File: src/rtl/sbq_defs.svh
// constants and bit positions for the serial baud timer and frame queue
`ifndef SBQ_DEFS_SVH
`define SBQ_DEFS_SVH
`define SBQ_A_BAUD_CTRL   12'h000
`define SBQ_A_RELOAD_LO   12'h004
`define SBQ_A_RELOAD_HI   12'h008
`define SBQ_A_QCTRL       12'h00C
`define SBQ_A_TX_PTR      12'h010
`define SBQ_A_TX_CNT      12'h014
`define SBQ_A_RX_PTR      12'h018
`define SBQ_A_RX_CNT      12'h01C
`define SBQ_A_RX_MATCH    12'h020
`define SBQ_A_SER_MODE    12'h024
`define SBQ_A_RAM_BASE    12'h400
`define SBQ_B_DIV4        0
`define SBQ_B_RUN         1
`define SBQ_B_EN          7
`define SBQ_B_MATCH       6
`define SBQ_B_PERBYTE     5
`define SBQ_B_WRAP        4
`define SBQ_B_OVR         3
`define SBQ_B_REWIND      2
`define SBQ_B_PAUSE       1
`define SBQ_B_ACTIVE      0
`define SBQ_B_TIF         7
`define SBQ_B_RIF         6
`define SBQ_B_TEN         3
`define SBQ_B_TIE         2
`define SBQ_B_THLT        1
`define SBQ_B_TSTF        0
`define SBQ_Q_TX_WMASK    8'h0E
`define SBQ_RX_WMASK      8'hF6
`define SBQ_ZERO8         8'h00
`define SBQ_ONE8          8'h01
`define SBQ_TOP16         16'hFFFF
`define SBQ_OVF_PER_TICK  4'hF
`define SBQ_DIV_SIX       3'h5
`define SBQ_DIV_SIXTEEN   4'hF
`define SBQ_DIV_FOUR      2'h3
`define SBQ_STALL_MAX     3'h4
`define SBQ_BAUD_WMASK    8'h03
`define SBQ_RAM_SEL       2'h1
`endif

File: src/rtl/sbq_pkg.sv
// types for the serial baud timer and frame queue
package sbq_pkg;
  typedef enum logic [1:0] {
    SBQ_MODE_SHIFT = 2'h0,
    SBQ_MODE_8BIT  = 2'h1,
    SBQ_MODE_9FIX  = 2'h2,
    SBQ_MODE_9BAUD = 2'h3
  } sbq_mode_t;
  typedef enum logic [1:0] {
    SBQ_RAM_IDLE = 2'h0,
    SBQ_RAM_RX   = 2'h1,
    SBQ_RAM_TX   = 2'h2
  } sbq_ram_t;
endpackage

File: src/rtl/sbq_top.sv
// baud timer, port tick selection and port zero frame queue with APB
`timescale 1ns/100ps
`include "sbq_defs.svh"
module sbq_top
  import sbq_pkg::*;
(
  input  wire logic        CLK_IN,
  input  wire logic        SYS_RST_IN,
  input  wire logic        PERIPH_RST_IN,
  input  wire logic        PSEL_IN,
  input  wire logic        PENABLE_IN,
  input  wire logic        PWRITE_IN,
  input  wire logic [11:0] PADDR_IN,
  input  wire logic [31:0] PWDATA_IN,
  input  wire logic [3:0]  PSTRB_IN,
  output logic      [31:0] PRDATA_OUT,
  output logic             PREADY_OUT,
  output logic             PSLVERR_OUT,
  input  wire logic        RX_BYTE_VALID_IN,
  input  wire logic [7:0]  RX_BYTE_IN,
  input  wire logic        TX_DONE_IN,
  output logic             TX_LOAD_OUT,
  output logic      [7:0]  TX_BYTE_OUT,
  output logic             RX_CPU_VALID_OUT,
  output logic      [7:0]  RX_CPU_BYTE_OUT,
  output logic             PORT0_TICK_OUT,
  output logic             PORT1_TICK_OUT,
  output logic             RX_IRQ_FLAG_OUT,
  output logic             TX_IRQ_FLAG_OUT
);
  // registers seen by software
  logic [7:0]  baud_ctrl_reg;        // run and divide select
  logic [7:0]  reload_lo_reg;        // reload low byte
  logic [7:0]  reload_hi_reg;        // reload high byte
  logic [7:0]  rx_ctrl_reg;          // receive queue control
  logic [7:0]  tx_ctrl_reg;          // transmit queue control
  logic [7:0]  tx_ptr_reg;           // transmit buffer pointer
  logic [7:0]  tx_cnt_reg;           // transmit byte count
  logic [7:0]  rx_ptr_reg;           // receive buffer pointer
  logic [7:0]  rx_cnt_reg;           // receive byte count
  logic [7:0]  rx_match_reg;         // match value
  sbq_mode_t   mode_reg;             // port mode select
  // baud path
  logic [15:0] timer_reg;            // up counter
  logic [3:0]  ovf_cnt_reg;          // overflows per tick
  logic [1:0]  div4_reg;             // port one divider
  logic [2:0]  div6_reg;             // fixed sixth divider
  logic [3:0]  div16_reg;            // fixed sixteenth divider
  logic        run_dly_reg;          // run bit one clock ago
  // queue ram and arbiter
  logic [7:0]  ram_mem [0:255];      // queue buffer memory
  sbq_ram_t    ram_own_reg;          // who holds the ram port
  logic        rx_pend_reg;          // rx byte awaiting write
  logic [7:0]  rx_data_reg;          // latched rx byte
  logic        tx_busy_reg;          // byte handed to port
  logic        tx_fetch_reg;         // tx fetch pending
  logic [2:0]  stall_reg;            // cpu wait counter
  logic [31:0] prdata_next;          // read mux
  logic        acc;                  // access phase
  logic        wr;                   // write access
  logic        ram_hit;              // address in ram window
  logic        ram_busy;             // queue owns ram this cycle
  logic        tmr_ovf;              // timer overflow
  logic        tick_raw;             // baud tick
  logic        rx_take;              // byte offered to active queue, pause not checked
  logic        rx_last;              // count about to hit zero
  logic        tx_last;              // tx count about to hit zero

  // byte lane merge of a write into an 8-bit register
  function automatic logic [7:0] lane(input logic [7:0] old,
                                      input logic [11:0] a);
    logic [1:0] b;
    b = a[1:0];
    lane = PSTRB_IN[b] ? PWDATA_IN[8*b +: 8] : old;
  endfunction

  assign acc     = PSEL_IN && PENABLE_IN;
  assign wr      = acc && PWRITE_IN && PREADY_OUT;
  assign ram_hit = PADDR_IN[11:10] == `SBQ_RAM_SEL;
  assign ram_busy = ram_own_reg != SBQ_RAM_IDLE;
  assign tmr_ovf = baud_ctrl_reg[`SBQ_B_RUN] && run_dly_reg &&
                   timer_reg == `SBQ_TOP16;
  assign tick_raw = tmr_ovf && ovf_cnt_reg == `SBQ_OVF_PER_TICK;
  assign rx_take = RX_BYTE_VALID_IN && rx_ctrl_reg[`SBQ_B_EN] &&
                   rx_ctrl_reg[`SBQ_B_ACTIVE] && !rx_pend_reg;
  assign rx_last = rx_cnt_reg == `SBQ_ONE8;
  assign tx_last = tx_cnt_reg == `SBQ_ONE8;

  // cpu reset side: baud control, reload, mode
  always_ff @(posedge CLK_IN) begin
    if (SYS_RST_IN) begin
      baud_ctrl_reg <= `SBQ_ZERO8;
      reload_lo_reg <= `SBQ_ZERO8;
      reload_hi_reg <= `SBQ_ZERO8;
      mode_reg      <= SBQ_MODE_SHIFT;
    end else if (wr) begin
      // reserved bits 7..2 never stored
      if (PADDR_IN == `SBQ_A_BAUD_CTRL)
        baud_ctrl_reg <= lane(baud_ctrl_reg, PADDR_IN) &
                         `SBQ_BAUD_WMASK;
      if (PADDR_IN == `SBQ_A_RELOAD_LO)
        reload_lo_reg <= lane(reload_lo_reg, PADDR_IN);
      if (PADDR_IN == `SBQ_A_RELOAD_HI)
        reload_hi_reg <= lane(reload_hi_reg, PADDR_IN);
      if (PADDR_IN == `SBQ_A_SER_MODE && PSTRB_IN[0])
        mode_reg <= sbq_mode_t'(PWDATA_IN[1:0]);
    end
  end

  // baud timer: load on start, count, reload on overflow
  always_ff @(posedge CLK_IN) begin
    if (SYS_RST_IN) begin
      timer_reg   <= 16'h0000;
      run_dly_reg <= 1'b0;
      ovf_cnt_reg <= 4'h0;
    end else begin
      run_dly_reg <= baud_ctrl_reg[`SBQ_B_RUN];
      if (!baud_ctrl_reg[`SBQ_B_RUN]) begin
        ovf_cnt_reg <= 4'h0;                         // stopped
      end else if (!run_dly_reg || tmr_ovf) begin
        // first run cycle loads before counting
        timer_reg <= {reload_hi_reg, reload_lo_reg};
        if (tmr_ovf)
          ovf_cnt_reg <= ovf_cnt_reg + 4'h1;
      end else begin
        timer_reg <= timer_reg + 16'h0001;
      end
    end
  end

  // fixed dividers and port tick outputs per mode
  always_ff @(posedge CLK_IN) begin
    if (SYS_RST_IN) begin
      div4_reg       <= 2'h0;
      div6_reg       <= 3'h0;
      div16_reg      <= 4'h0;
      PORT0_TICK_OUT <= 1'b0;
      PORT1_TICK_OUT <= 1'b0;
    end else begin
      div6_reg  <= div6_reg == `SBQ_DIV_SIX ? 3'h0 : div6_reg + 3'h1;
      div16_reg <= div16_reg + 4'h1;
      if (tick_raw)
        div4_reg <= div4_reg + 2'h1;
      unique case (mode_reg)
        SBQ_MODE_SHIFT: begin
          PORT0_TICK_OUT <= div6_reg == `SBQ_DIV_SIX;
          PORT1_TICK_OUT <= div6_reg == `SBQ_DIV_SIX;
        end
        SBQ_MODE_9FIX: begin
          PORT0_TICK_OUT <= div16_reg == `SBQ_DIV_SIXTEEN;
          PORT1_TICK_OUT <= div16_reg == `SBQ_DIV_SIXTEEN;
        end
        SBQ_MODE_8BIT, SBQ_MODE_9BAUD: begin
          PORT0_TICK_OUT <= tick_raw;
          PORT1_TICK_OUT <= tick_raw &&
            (!baud_ctrl_reg[`SBQ_B_DIV4] || div4_reg == `SBQ_DIV_FOUR);
        end
      endcase
    end
  end

  // receive control: cpu rights, queue events, end of frame
  always_ff @(posedge CLK_IN) begin
    logic [7:0] w;
    logic [7:0] n;
    logic       hit;
    w   = `SBQ_ZERO8;
    n   = rx_ctrl_reg;
    hit = 1'b0;
    if (PERIPH_RST_IN) begin
      rx_ctrl_reg  <= `SBQ_ZERO8;
      rx_ptr_reg   <= `SBQ_ZERO8;
      rx_cnt_reg   <= `SBQ_ZERO8;
      rx_match_reg <= `SBQ_ZERO8;
      rx_pend_reg  <= 1'b0;
      rx_data_reg  <= `SBQ_ZERO8;
    end else begin
      if (wr && PADDR_IN == `SBQ_A_QCTRL && PSTRB_IN[0]) begin
        w = PWDATA_IN[7:0];
        n = (rx_ctrl_reg & ~`SBQ_RX_WMASK) | (w & `SBQ_RX_WMASK);
        if (!w[`SBQ_B_OVR])
          n[`SBQ_B_OVR] = 1'b0;                      // clear only
        n[`SBQ_B_ACTIVE] = rx_ctrl_reg[`SBQ_B_ACTIVE] |
                           w[`SBQ_B_ACTIVE];         // set only
      end
      if (wr && PADDR_IN == `SBQ_A_RX_PTR)
        rx_ptr_reg <= lane(rx_ptr_reg, PADDR_IN);
      if (wr && PADDR_IN == `SBQ_A_RX_CNT)
        rx_cnt_reg <= lane(rx_cnt_reg, PADDR_IN);
      if (wr && PADDR_IN == `SBQ_A_RX_MATCH)
        rx_match_reg <= lane(rx_match_reg, PADDR_IN);
      // byte with queue on but frame idle: overrun wins over clear
      if (RX_BYTE_VALID_IN && rx_ctrl_reg[`SBQ_B_EN] &&
          !rx_ctrl_reg[`SBQ_B_ACTIVE])
        n[`SBQ_B_OVR] = 1'b1;
      if (rx_take && !rx_ctrl_reg[`SBQ_B_PAUSE]) begin
        rx_pend_reg <= 1'b1;
        rx_data_reg <= RX_BYTE_IN;
      end
      if (rx_pend_reg && ram_own_reg == SBQ_RAM_RX) begin
        rx_pend_reg <= 1'b0;
        rx_ptr_reg  <= (rx_last && rx_ctrl_reg[`SBQ_B_REWIND]) ?
                       `SBQ_ZERO8 : rx_ptr_reg + 8'h01;
        rx_cnt_reg  <= rx_cnt_reg - 8'h01;
        if (rx_last && !rx_ctrl_reg[`SBQ_B_WRAP])
          n[`SBQ_B_ACTIVE] = 1'b0;
      end
      if (!n[`SBQ_B_EN])
        n[`SBQ_B_ACTIVE] = 1'b0;
      rx_ctrl_reg <= n;
    end
  end

  // transmit control, pointer, count and irq flags
  always_ff @(posedge CLK_IN) begin
    logic [7:0] w;
    logic [7:0] n;
    w = `SBQ_ZERO8;
    n = tx_ctrl_reg;
    if (PERIPH_RST_IN) begin
      tx_ctrl_reg  <= `SBQ_ZERO8;
      tx_ptr_reg   <= `SBQ_ZERO8;
      tx_cnt_reg   <= `SBQ_ZERO8;
      tx_busy_reg  <= 1'b0;
      tx_fetch_reg <= 1'b0;
      TX_LOAD_OUT  <= 1'b0;
      TX_BYTE_OUT  <= `SBQ_ZERO8;
    end else begin
      TX_LOAD_OUT <= 1'b0;
      if (wr && PADDR_IN == `SBQ_A_QCTRL && PSTRB_IN[1]) begin
        w = PWDATA_IN[15:8];
        n = (tx_ctrl_reg & ~`SBQ_Q_TX_WMASK) | (w & `SBQ_Q_TX_WMASK);
        if (!w[`SBQ_B_TIF]) n[`SBQ_B_TIF] = 1'b0;
        if (!w[`SBQ_B_RIF]) n[`SBQ_B_RIF] = 1'b0;
        n[`SBQ_B_TSTF] = tx_ctrl_reg[`SBQ_B_TSTF] | w[`SBQ_B_TSTF];
      end
      if (wr && PADDR_IN == `SBQ_A_TX_PTR)
        tx_ptr_reg <= lane(tx_ptr_reg, PADDR_IN);
      if (wr && PADDR_IN == `SBQ_A_TX_CNT)
        tx_cnt_reg <= lane(tx_cnt_reg, PADDR_IN);
      // receive flag events, set beats a same-cycle clear
      if (rx_pend_reg && ram_own_reg == SBQ_RAM_RX &&
          (rx_ctrl_reg[`SBQ_B_PERBYTE] || rx_last ||
           (rx_ctrl_reg[`SBQ_B_MATCH] && rx_data_reg == rx_match_reg)))
        n[`SBQ_B_RIF] = 1'b1;
      if (tx_ctrl_reg[`SBQ_B_TEN] && tx_ctrl_reg[`SBQ_B_TSTF] &&
          !tx_ctrl_reg[`SBQ_B_THLT] && !tx_busy_reg && !tx_fetch_reg)
        tx_fetch_reg <= 1'b1;
      if (tx_fetch_reg && ram_own_reg == SBQ_RAM_TX) begin
        tx_fetch_reg <= 1'b0;
        tx_busy_reg  <= 1'b1;
        TX_LOAD_OUT  <= 1'b1;
        TX_BYTE_OUT  <= ram_mem[tx_ptr_reg];
      end
      if (tx_busy_reg && TX_DONE_IN) begin
        tx_busy_reg <= 1'b0;
        tx_ptr_reg  <= tx_ptr_reg + 8'h01;
        tx_cnt_reg  <= tx_cnt_reg - 8'h01;
        if (tx_last) n[`SBQ_B_TSTF] = 1'b0;
        if (tx_last || tx_ctrl_reg[`SBQ_B_TIE]) n[`SBQ_B_TIF] = 1'b1;
      end
      if (!n[`SBQ_B_TEN]) n[`SBQ_B_TSTF] = 1'b0;
      tx_ctrl_reg <= n;
    end
  end

  // ram owner: queue first, one cycle per access
  always_ff @(posedge CLK_IN) begin
    if (PERIPH_RST_IN) begin
      ram_own_reg <= SBQ_RAM_IDLE;
    end else if (ram_busy) begin
      ram_own_reg <= SBQ_RAM_IDLE;
    end else if (rx_pend_reg) begin
      ram_own_reg <= SBQ_RAM_RX;
    end else if (tx_fetch_reg) begin
      ram_own_reg <= SBQ_RAM_TX;
    end
  end

  // queue ram: receive stores win the port, cpu waits
  always_ff @(posedge CLK_IN) begin
    if (ram_own_reg == SBQ_RAM_RX)
      ram_mem[rx_ptr_reg] <= rx_data_reg;
    // a tx fetch only reads, so a cpu store can share its cycle
    else if (wr && ram_hit && PSTRB_IN[0])
      ram_mem[PADDR_IN[9:2]] <= PWDATA_IN[7:0];
  end

  // read mux
  always_comb begin
    prdata_next = 32'h0000_0000;
    if (ram_hit)
      prdata_next[7:0] = ram_mem[PADDR_IN[9:2]];
    else
      unique case (PADDR_IN)
        `SBQ_A_BAUD_CTRL: prdata_next[7:0] = baud_ctrl_reg;
        `SBQ_A_RELOAD_LO: prdata_next[7:0] = reload_lo_reg;
        `SBQ_A_RELOAD_HI: prdata_next[7:0] = reload_hi_reg;
        `SBQ_A_QCTRL:     prdata_next[15:0] = {tx_ctrl_reg, rx_ctrl_reg};
        `SBQ_A_TX_PTR:    prdata_next[7:0] = tx_ptr_reg;
        `SBQ_A_TX_CNT:    prdata_next[7:0] = tx_cnt_reg;
        `SBQ_A_RX_PTR:    prdata_next[7:0] = rx_ptr_reg;
        `SBQ_A_RX_CNT:    prdata_next[7:0] = rx_cnt_reg;
        `SBQ_A_RX_MATCH:  prdata_next[7:0] = rx_match_reg;
        `SBQ_A_SER_MODE:  prdata_next[1:0] = mode_reg;
        default:          prdata_next = 32'h0000_0000;
      endcase
  end

  // apb answer: no wait state, up to 4 on a ram window access while queue wants or owns ram
  // a pending rx byte also holds the cpu off, else its store is lost
  always_ff @(posedge CLK_IN) begin
    if (SYS_RST_IN) begin
      PREADY_OUT  <= 1'b0;
      PRDATA_OUT  <= 32'h0000_0000;
      PSLVERR_OUT <= 1'b0;
      stall_reg   <= 3'h0;
    end else if (PSEL_IN && !PREADY_OUT &&
                 !(ram_hit && (rx_pend_reg || tx_fetch_reg || ram_busy) &&
                   stall_reg != `SBQ_STALL_MAX)) begin
      PREADY_OUT  <= 1'b1;
      PRDATA_OUT  <= prdata_next;
      PSLVERR_OUT <= 1'b0;
      stall_reg   <= 3'h0;
    end else begin
      if (PSEL_IN && !PREADY_OUT)
        stall_reg <= stall_reg + 3'h1;
      PREADY_OUT <= 1'b0;
    end
  end

  // direct cpu path when the receive queue is off
  always_ff @(posedge CLK_IN) begin
    if (PERIPH_RST_IN) begin
      RX_CPU_VALID_OUT <= 1'b0;
      RX_CPU_BYTE_OUT  <= `SBQ_ZERO8;
      RX_IRQ_FLAG_OUT  <= 1'b0;
      TX_IRQ_FLAG_OUT  <= 1'b0;
    end else begin
      RX_CPU_VALID_OUT <= RX_BYTE_VALID_IN && !rx_ctrl_reg[`SBQ_B_EN];
      if (RX_BYTE_VALID_IN && !rx_ctrl_reg[`SBQ_B_EN])
        RX_CPU_BYTE_OUT <= RX_BYTE_IN;
      RX_IRQ_FLAG_OUT <= tx_ctrl_reg[`SBQ_B_RIF];
      TX_IRQ_FLAG_OUT <= tx_ctrl_reg[`SBQ_B_TIF];
    end
  end
endmodule

File: config.mk
export PLATFORM = sky130hd
export DESIGN_NAME = sbq_top
export DESIGN_NICKNAME = d
export VERILOG_FILES = /design/src/rtl/sbq_pkg.sv /design/src/rtl/sbq_top.sv
export VERILOG_INCLUDE_DIRS = /design/src /design/src/rtl
export SDC_FILE = /design/constraint.sdc
export NUM_CORES = 2
export LEC_CHECK = 0
export BUFFER_PORTS_ARGS = -buffer_cell sky130_fd_sc_hd__buf_4
export CORE_MARGIN = 4
export CORE_UTILIZATION = 53
export CTS_CLUSTER_DIAMETER = 100
export DETAILED_ROUTE_END_ITERATION = 10
export GPL_ROUTABILITY_DRIVEN = 0
export PLACE_DENSITY_LB_ADDON = 0.25
export SLEW_MARGIN = 20
export SYNTH_ARGS = -nofsm -noshare
export SYNTH_HDL_FRONTEND = slang
export SYNTH_SLANG_ARGS = --single-unit
File: constraint.sdc
create_clock -name CLK_IN -period 12.4 [get_ports CLK_IN]
set_input_delay 1.86 -clock CLK_IN [delete_from_list [all_inputs] [get_ports CLK_IN]]
set_output_delay 1.86 -clock CLK_IN [all_outputs]
set_load 0.02 [all_outputs]
After elaboration in Yosys (flattened, before gate mapping)
Memory sizes are Yosys's and may differ from the RTL's. A register that Yosys moved wholly into a read port is not among the register bits. Cells that the tools add are included.

Register bits after elaboration: 169. Bits in latches: 0. RAM bits: 2048. Bits in read-only memories: 0. Bits of input ports: 64. Output and inout port bits: 56. Word-level logic and storage cells: 224. Memories kept: 1.

Memories: ram_mem (depth 256, bits a word 8, rd ports 2, clocked after memory_dff 1, write ports 1, RTL line sbq_top.sv:51) `logic [7:0] ram_mem [0:255];`.

Add/subtract/negate cells: 10. Multipliers: 0. Div/mod/pow operators: 0. Order comparisons: 1. Eq/ne operators: 24. Shift-type cells: 1. Muxes and demuxes: 47. Bitwise logic cells: 7. Reductions and logical operators: 94.

Operator list (number): 8-bit two-way mux (19); 12-bit by 5-bit == test with 1-bit output (second input constant) (4); 6-bit case mux with 8 select lines (1); 1-bit logical AND (39); 32-bit by 6-bit indexed part select with 8-bit output (1); 12-bit by 4-bit == test with 1-bit output (second input constant) (2); 12-bit by 6-bit == test with 1-bit output (second input constant) (2); 1-bit two-way mux (22); 2-bit case mux with 10 select lines (1); 2-bit nonzero test (10); 2-bit OR reduction (10); 16-bit by 1-bit adder with 16-bit output (second input constant) (1); 8-bit by 1-bit adder with 8-bit output (second input constant) (2); 16-bit == test (second input constant) (1); 8-bit by 1-bit == test with 1-bit output (second input constant) (2); 16-bit two-way mux (1); 8-bit by 1-bit subtractor with 8-bit output (second input constant) (2); 2-bit AND reduction (7); 12-bit by 3-bit == test with 1-bit output (second input constant) (1); 1-bit logical NOT (12); 12-bit logical NOT (1); 3-bit AND reduction (3); 4-bit by 1-bit adder with 4-bit output (second input constant) (2); 2-bit == test (second input constant) (4); 19 further kinds (34).

Longest topological paths before layout
Depth in word-level cells: 10. Gate-level depth with buffers: 13. Depth with buffers taken out: 9.

Worst setup path after synthesis
Ideal clock, no wire load.

Path type: input to register. Start point: in PWRITE_IN. End point: mem ram_mem[0][0], data pin. Library setup time: 0.825 ns. Arrival: 6.023 ns. Required time: 11.575 ns. Path slack: 5.552 ns. Stages: 8. Path buffers: 4. Cells stage by stage: and4_1 > buf_2 > and4_1 > clkbuf_1 > buf_2 > buf_2 > nand2_1 > nand2_1.

Longest elaborated chain between the ends: 9.

Ends and longest elaborated chain: from (decl) (RTL line sbq_top.sv:12) `input wire logic PWRITE_IN,`; 1-bit logical AND (2 in series) (RTL line sbq_top.sv:78) `assign wr = acc && PWRITE_IN && PREADY_OUT;`; 1-bit logical AND (2 in series) (RTL line sbq_top.sv:285) `else if (wr && ram_hit && PSTRB_IN[0])`; 1-bit two-way mux (RTL line sbq_top.sv:285); 1-bit two-way mux (RTL line sbq_top.sv:282) `if (ram_own_reg == SBQ_RAM_RX)`; 1-bit two-way mux (not written as such) (RTL line sbq_top.sv:286) `ram_mem[PADDR_IN[9:2]] <= PWDATA_IN[7:0];`; 8-bit OR reduction (no source line); 8-bit two-way mux (no source line); to (decl) (RTL line sbq_top.sv:51).

Every way passes these cells.

Final worst setup path
Start point: in PADDR_IN[2]. End point: reg PRDATA_OUT[2].

Longest elaborated chain between the ends: 3. Elaborated cells on any way between the ends: 11. Classes of those cells: 8 x eq/ne; 2 x mux; 1 x memory.

Ends and longest elaborated chain: from (decl) (RTL line sbq_top.sv:13) `input wire logic [11:0] PADDR_IN,`; parallel branches: the longest is 2 deep, another holds memory 256 x 8 bit; 8-bit two-way mux (*) (RTL line sbq_top.sv:292) `if (ram_hit)`; to (signal assigned) (RTL line sbq_top.sv:322) `PRDATA_OUT <= prdata_next;`; to (decl) (RTL line sbq_top.sv:16) `output logic [31:0] PRDATA_OUT,`.

Mark *: on every way between the ends. A chain may end at the register's enable or synchronous reset.

==> run_results.csv <==
group,metric,value,unit
timing,fin_setup_tns,0,ps
placed_design,port_buffers,100,
critical_path,crit_fanout,87,
critical_path,cp.required,13130,ps
final_layout,largest_reg_flops,2048,
critical_path,reg2reg_from,"tx_ptr_reg[0]",
yosys,syn_area,104000,sq um
yosys,synthFlopType,"edfxtp_1",
global_route,antenna_found_initial,16,
critical_path,rrSetupSlack,7070,ps
critical_path,crit_path_cell_trace,"buf_8 -> buf_4 -> buf_12 -> mux4_2 -> a22oi_1 -> a21oi_1 -> nor4_1 -> o21ai_0 -> nand3_1 -> a311oi_1",
placed_design,dpl.hpwl,221000,um
timing,tightest_slew,1350,ps
timing,hold_viol,0,
critical_path,critPathLaunchType,"primary input",
power,leakage,34.5,nW
timing,fin_skew,37.8,ps
timing,fin_crit,5970,ps
critical_path,worstRegToRegCells,8,
global_route,grt_pass1_wl,483000,um
routing,ant_nets,0,
floorplanning,fp.dieW,451,um
yosys,yosysSeqAreaShare,0.622,
clocking,cts_tree,"built",
routing,drt-wirelength-per-cell,40.4,um
routing,dr.pass1.iters,10,
floorplanning,die_h,451,um
critical_path,cpLargestDelayFamily,"buffers and inverters",
critical_path,endpoint_kind,"flip-flop",
critical_path,slowest_delay,740,ps
routing,drt-initial-drc-count,11900,
hold_path,min_path_type,"reg2reg",
critical_path,cp_num_cells,10,
yosys,avgSynthCellArea,18.2,sq um
critical_path,critPathArrivalTime,6700,ps
global_route,grt_remaining_overflow,0,
timing,fin_crit_sh,0.481,
clocking,cts_resized,0,
critical_path,crit_path_end,"PRDATA_OUT[2]",
clocking,root_buffer,"clkbuf_16",
floorplanning,initial_utilization,0.533,
timing,worst_slack,6430,ps
yosys,ys_ff_latch,2205,
critical_path,cp-startpoint,"PADDR_IN[2]",
placed_design,dp_slack,5650,ps
routing,viasPerCell,7.51,
yosys,ys_async_sr_fraction,0,
timing,maxSlewViolCount,0,
clocking,cts_buffer_depth,3,
job,drv_cap,0,
floorplanning,io_pins,120,
timing,rsz0062_at_grt,"false",
final_layout,nets,5844,
global_route,grt_max_degree,204,
hold_path,min_delay_path_depth,1,
yosys,synthCells,5724,
timing,relSlewSlack,0.0995,
yosys,yosys_warnings,0,
final_layout,drive_above_1_share,0.299,
final_layout,syn2layout_area_growth,10.0,%
floorplanning,die_area,203000,sq um
yosys,synth_cell_types,83,
routing,vias,64600,
outcome,violations,"design-rule violations",
timing,setup_viol,0,
clocking,htreeDepth,4,
final_layout,finish.utilization,0.587,
yosys,synth_edf_count,2048,
timing,fmax,168,MHz
outcome,run_status,"finished with violations",
clocking,clkTransAtPathRegs,60,ps
clocking,numCtsBuffers,219,
critical_path,reg2reg_to,"TX_BYTE_OUT[5]",
global_route,grt_pass1_vias,61800,
critical_path,worst-path-buf-inv,3,
routing,drc,1,
floorplanning,rows,162,
power,ir_drop,0.122,mV
clocking,insertion_delay,880,ps
critical_path,worstSetupPathType,"in2reg",
global_route,track_usage,0.339,
clocking,clock_sinks,2205,
floorplanning,coreArea,195000,sq um
clocking,postCtsHoldBufs,0,
critical_path,slowest_stage,"buf_4",
clocking,cts_setup_buffers,0,
routing,wl,347000,um
power,cellPowerDensity,133,nW/um^2
==> routing by layer <==
metal,GRT usage,vias up,share of wire
met5,0.00497,-,0.00029
met4,0.176,6,0.065
met3,0.121,1067,0.15
met2,0.492,5765,0.44
met1,0.453,33500,0.34
li1,-,24300,-
==> placed cells by master, fill, tap and decap left out, types with 36 or more instances in the layout <==
| master | n |
|---|---|
| nor2_1 | 401 |
| clkbuf_16 | 223 |
| dfxtp_1 | 151 |
| a22oi_1 | 152 |
| mux4_2 | 1091 |
| a21oi_1 | 137 |
| buf_4 | 255 |
| clkinv_1 | 47 |
| clkinv_2 | 40 |
| a211oi_1 | 43 |
| nand2_1 | 219 |
| nor3_1 | 46 |
| o21ai_0 | 66 |
| clkbuf_1 | 49 |
| edfxtp_1 | 2048 |
| a31oi_1 | 36 |
| a221oi_1 | 49 |
| nand3_1 | 81 |
| mux2i_1 | 252 |
==> cell families (layout without fill, tap and decap cells) <==
kind of cell	Yosys count	count (layout)	share of synthesized area
AOI/OAI and AO/OA	659	659	0.0441
xor gates and xnor gates	20	20	0.00168
adders and majority gates	14	14	0.00168
buffers and inverters	493	703	0.0258
DFF	2205	2205	0.622
muxes	1350	1350	0.261
other	1	39	0.0000361
and+or+nand+nor	982	982	0.0439
==> how the worst min path moves through the flow <==
stage	start	end
after global placement	div6_reg[0]	div6_reg[0]
after CTS	div16_reg[0]	div16_reg[0]
after floorplan	div16_reg[0]	div16_reg[0]
after detailed placement	div16_reg[0]	div16_reg[0]
final	div16_reg[0]	div16_reg[0]
after global routing	div16_reg[0]	div16_reg[0]
==> synth_stat cells (8+ instances only) <==
master | n | area [sq um]
a2111oi_0 | 9 | 78.8
a211oi_1 | 43 | 323
a21oi_1 | 137 | 686
a221oi_1 | 49 | 429
a22o_1 | 25 | 219
a22oi_1 | 152 | 1140
a311oi_1 | 8 | 70.1
a31oi_1 | 36 | 225
and2_1 | 14 | 87.6
and3_1 | 10 | 62.6
buf_1 | 40 | 150
buf_2 | 117 | 586
buf_4 | 67 | 503
buf_6 | 56 | 631
clkbuf_1 | 191 | 717
dfxtp_1 | 157 | 3140
edfxtp_1 | 2048 | 61500
ha_1 | 14 | 175
inv_1 | 20 | 75.1
mux2i_1 | 252 | 2520
mux4_2 | 1091 | 24600
nand2_1 | 227 | 852
nand2b_1 | 30 | 188
nand3_1 | 81 | 405
nand4_1 | 17 | 106
nor2_1 | 419 | 1570
nor2b_1 | 40 | 250
nor3_1 | 46 | 230
nor4_1 | 22 | 138
o211ai_1 | 12 | 90.1
o21ai_0 | 68 | 340
o221ai_1 | 17 | 149
o22ai_1 | 24 | 150
o31ai_1 | 11 | 82.6
or2_2 | 20 | 125
or3_1 | 10 | 62.6
xnor2_1 | 8 | 70.1
xor2_1 | 12 | 105
==> metrics by stage <==
| stage | area [sq um] | hold WS, ps | power, mW | cells |
|---|---|---|---|---|
| 2_1_floorplan | 104000 | 418 | 8.49 | 5742 |
| 3_3_place_gp | 107000 | 427 | 8.70 | 8166 |
| 3_5_place_dp | 107000 | 439 | 8.71 | 8166 |
| 4_1_cts | 114000 | 447 | 15.2 | 8573 |
| 5_1_grt | 114000 | 466 | 15.6 | 8576 |
| 6_report | 114000 | 449 | 15.3 | 8596 |
==> area by class of cell <==
class / instances / area [sq um]
antenna: 20 / 50.0
clock buffer: 279 / 5860
clock inverter: 128 / 1250
fill: 14200 / 80500
inverter: 21 / 83.8
multi-input combinational: 3044 / 37000
sequential: 2205 / 64700
tap: 2624 / 3280
timing repair buffer: 275 / 2280
==> power by group <==
| part | switching [mW] | internal [mW] | leakage (nW) |
|---|---|---|---|
| logic | 0.378 | 0.173 | 10.6 |
| registers | 0.00943 | 8.01 | 20.4 |
| clock network | 2.92 | 3.77 | 3.48 |
No activity file was read; power rests on OpenSTA's default activity.
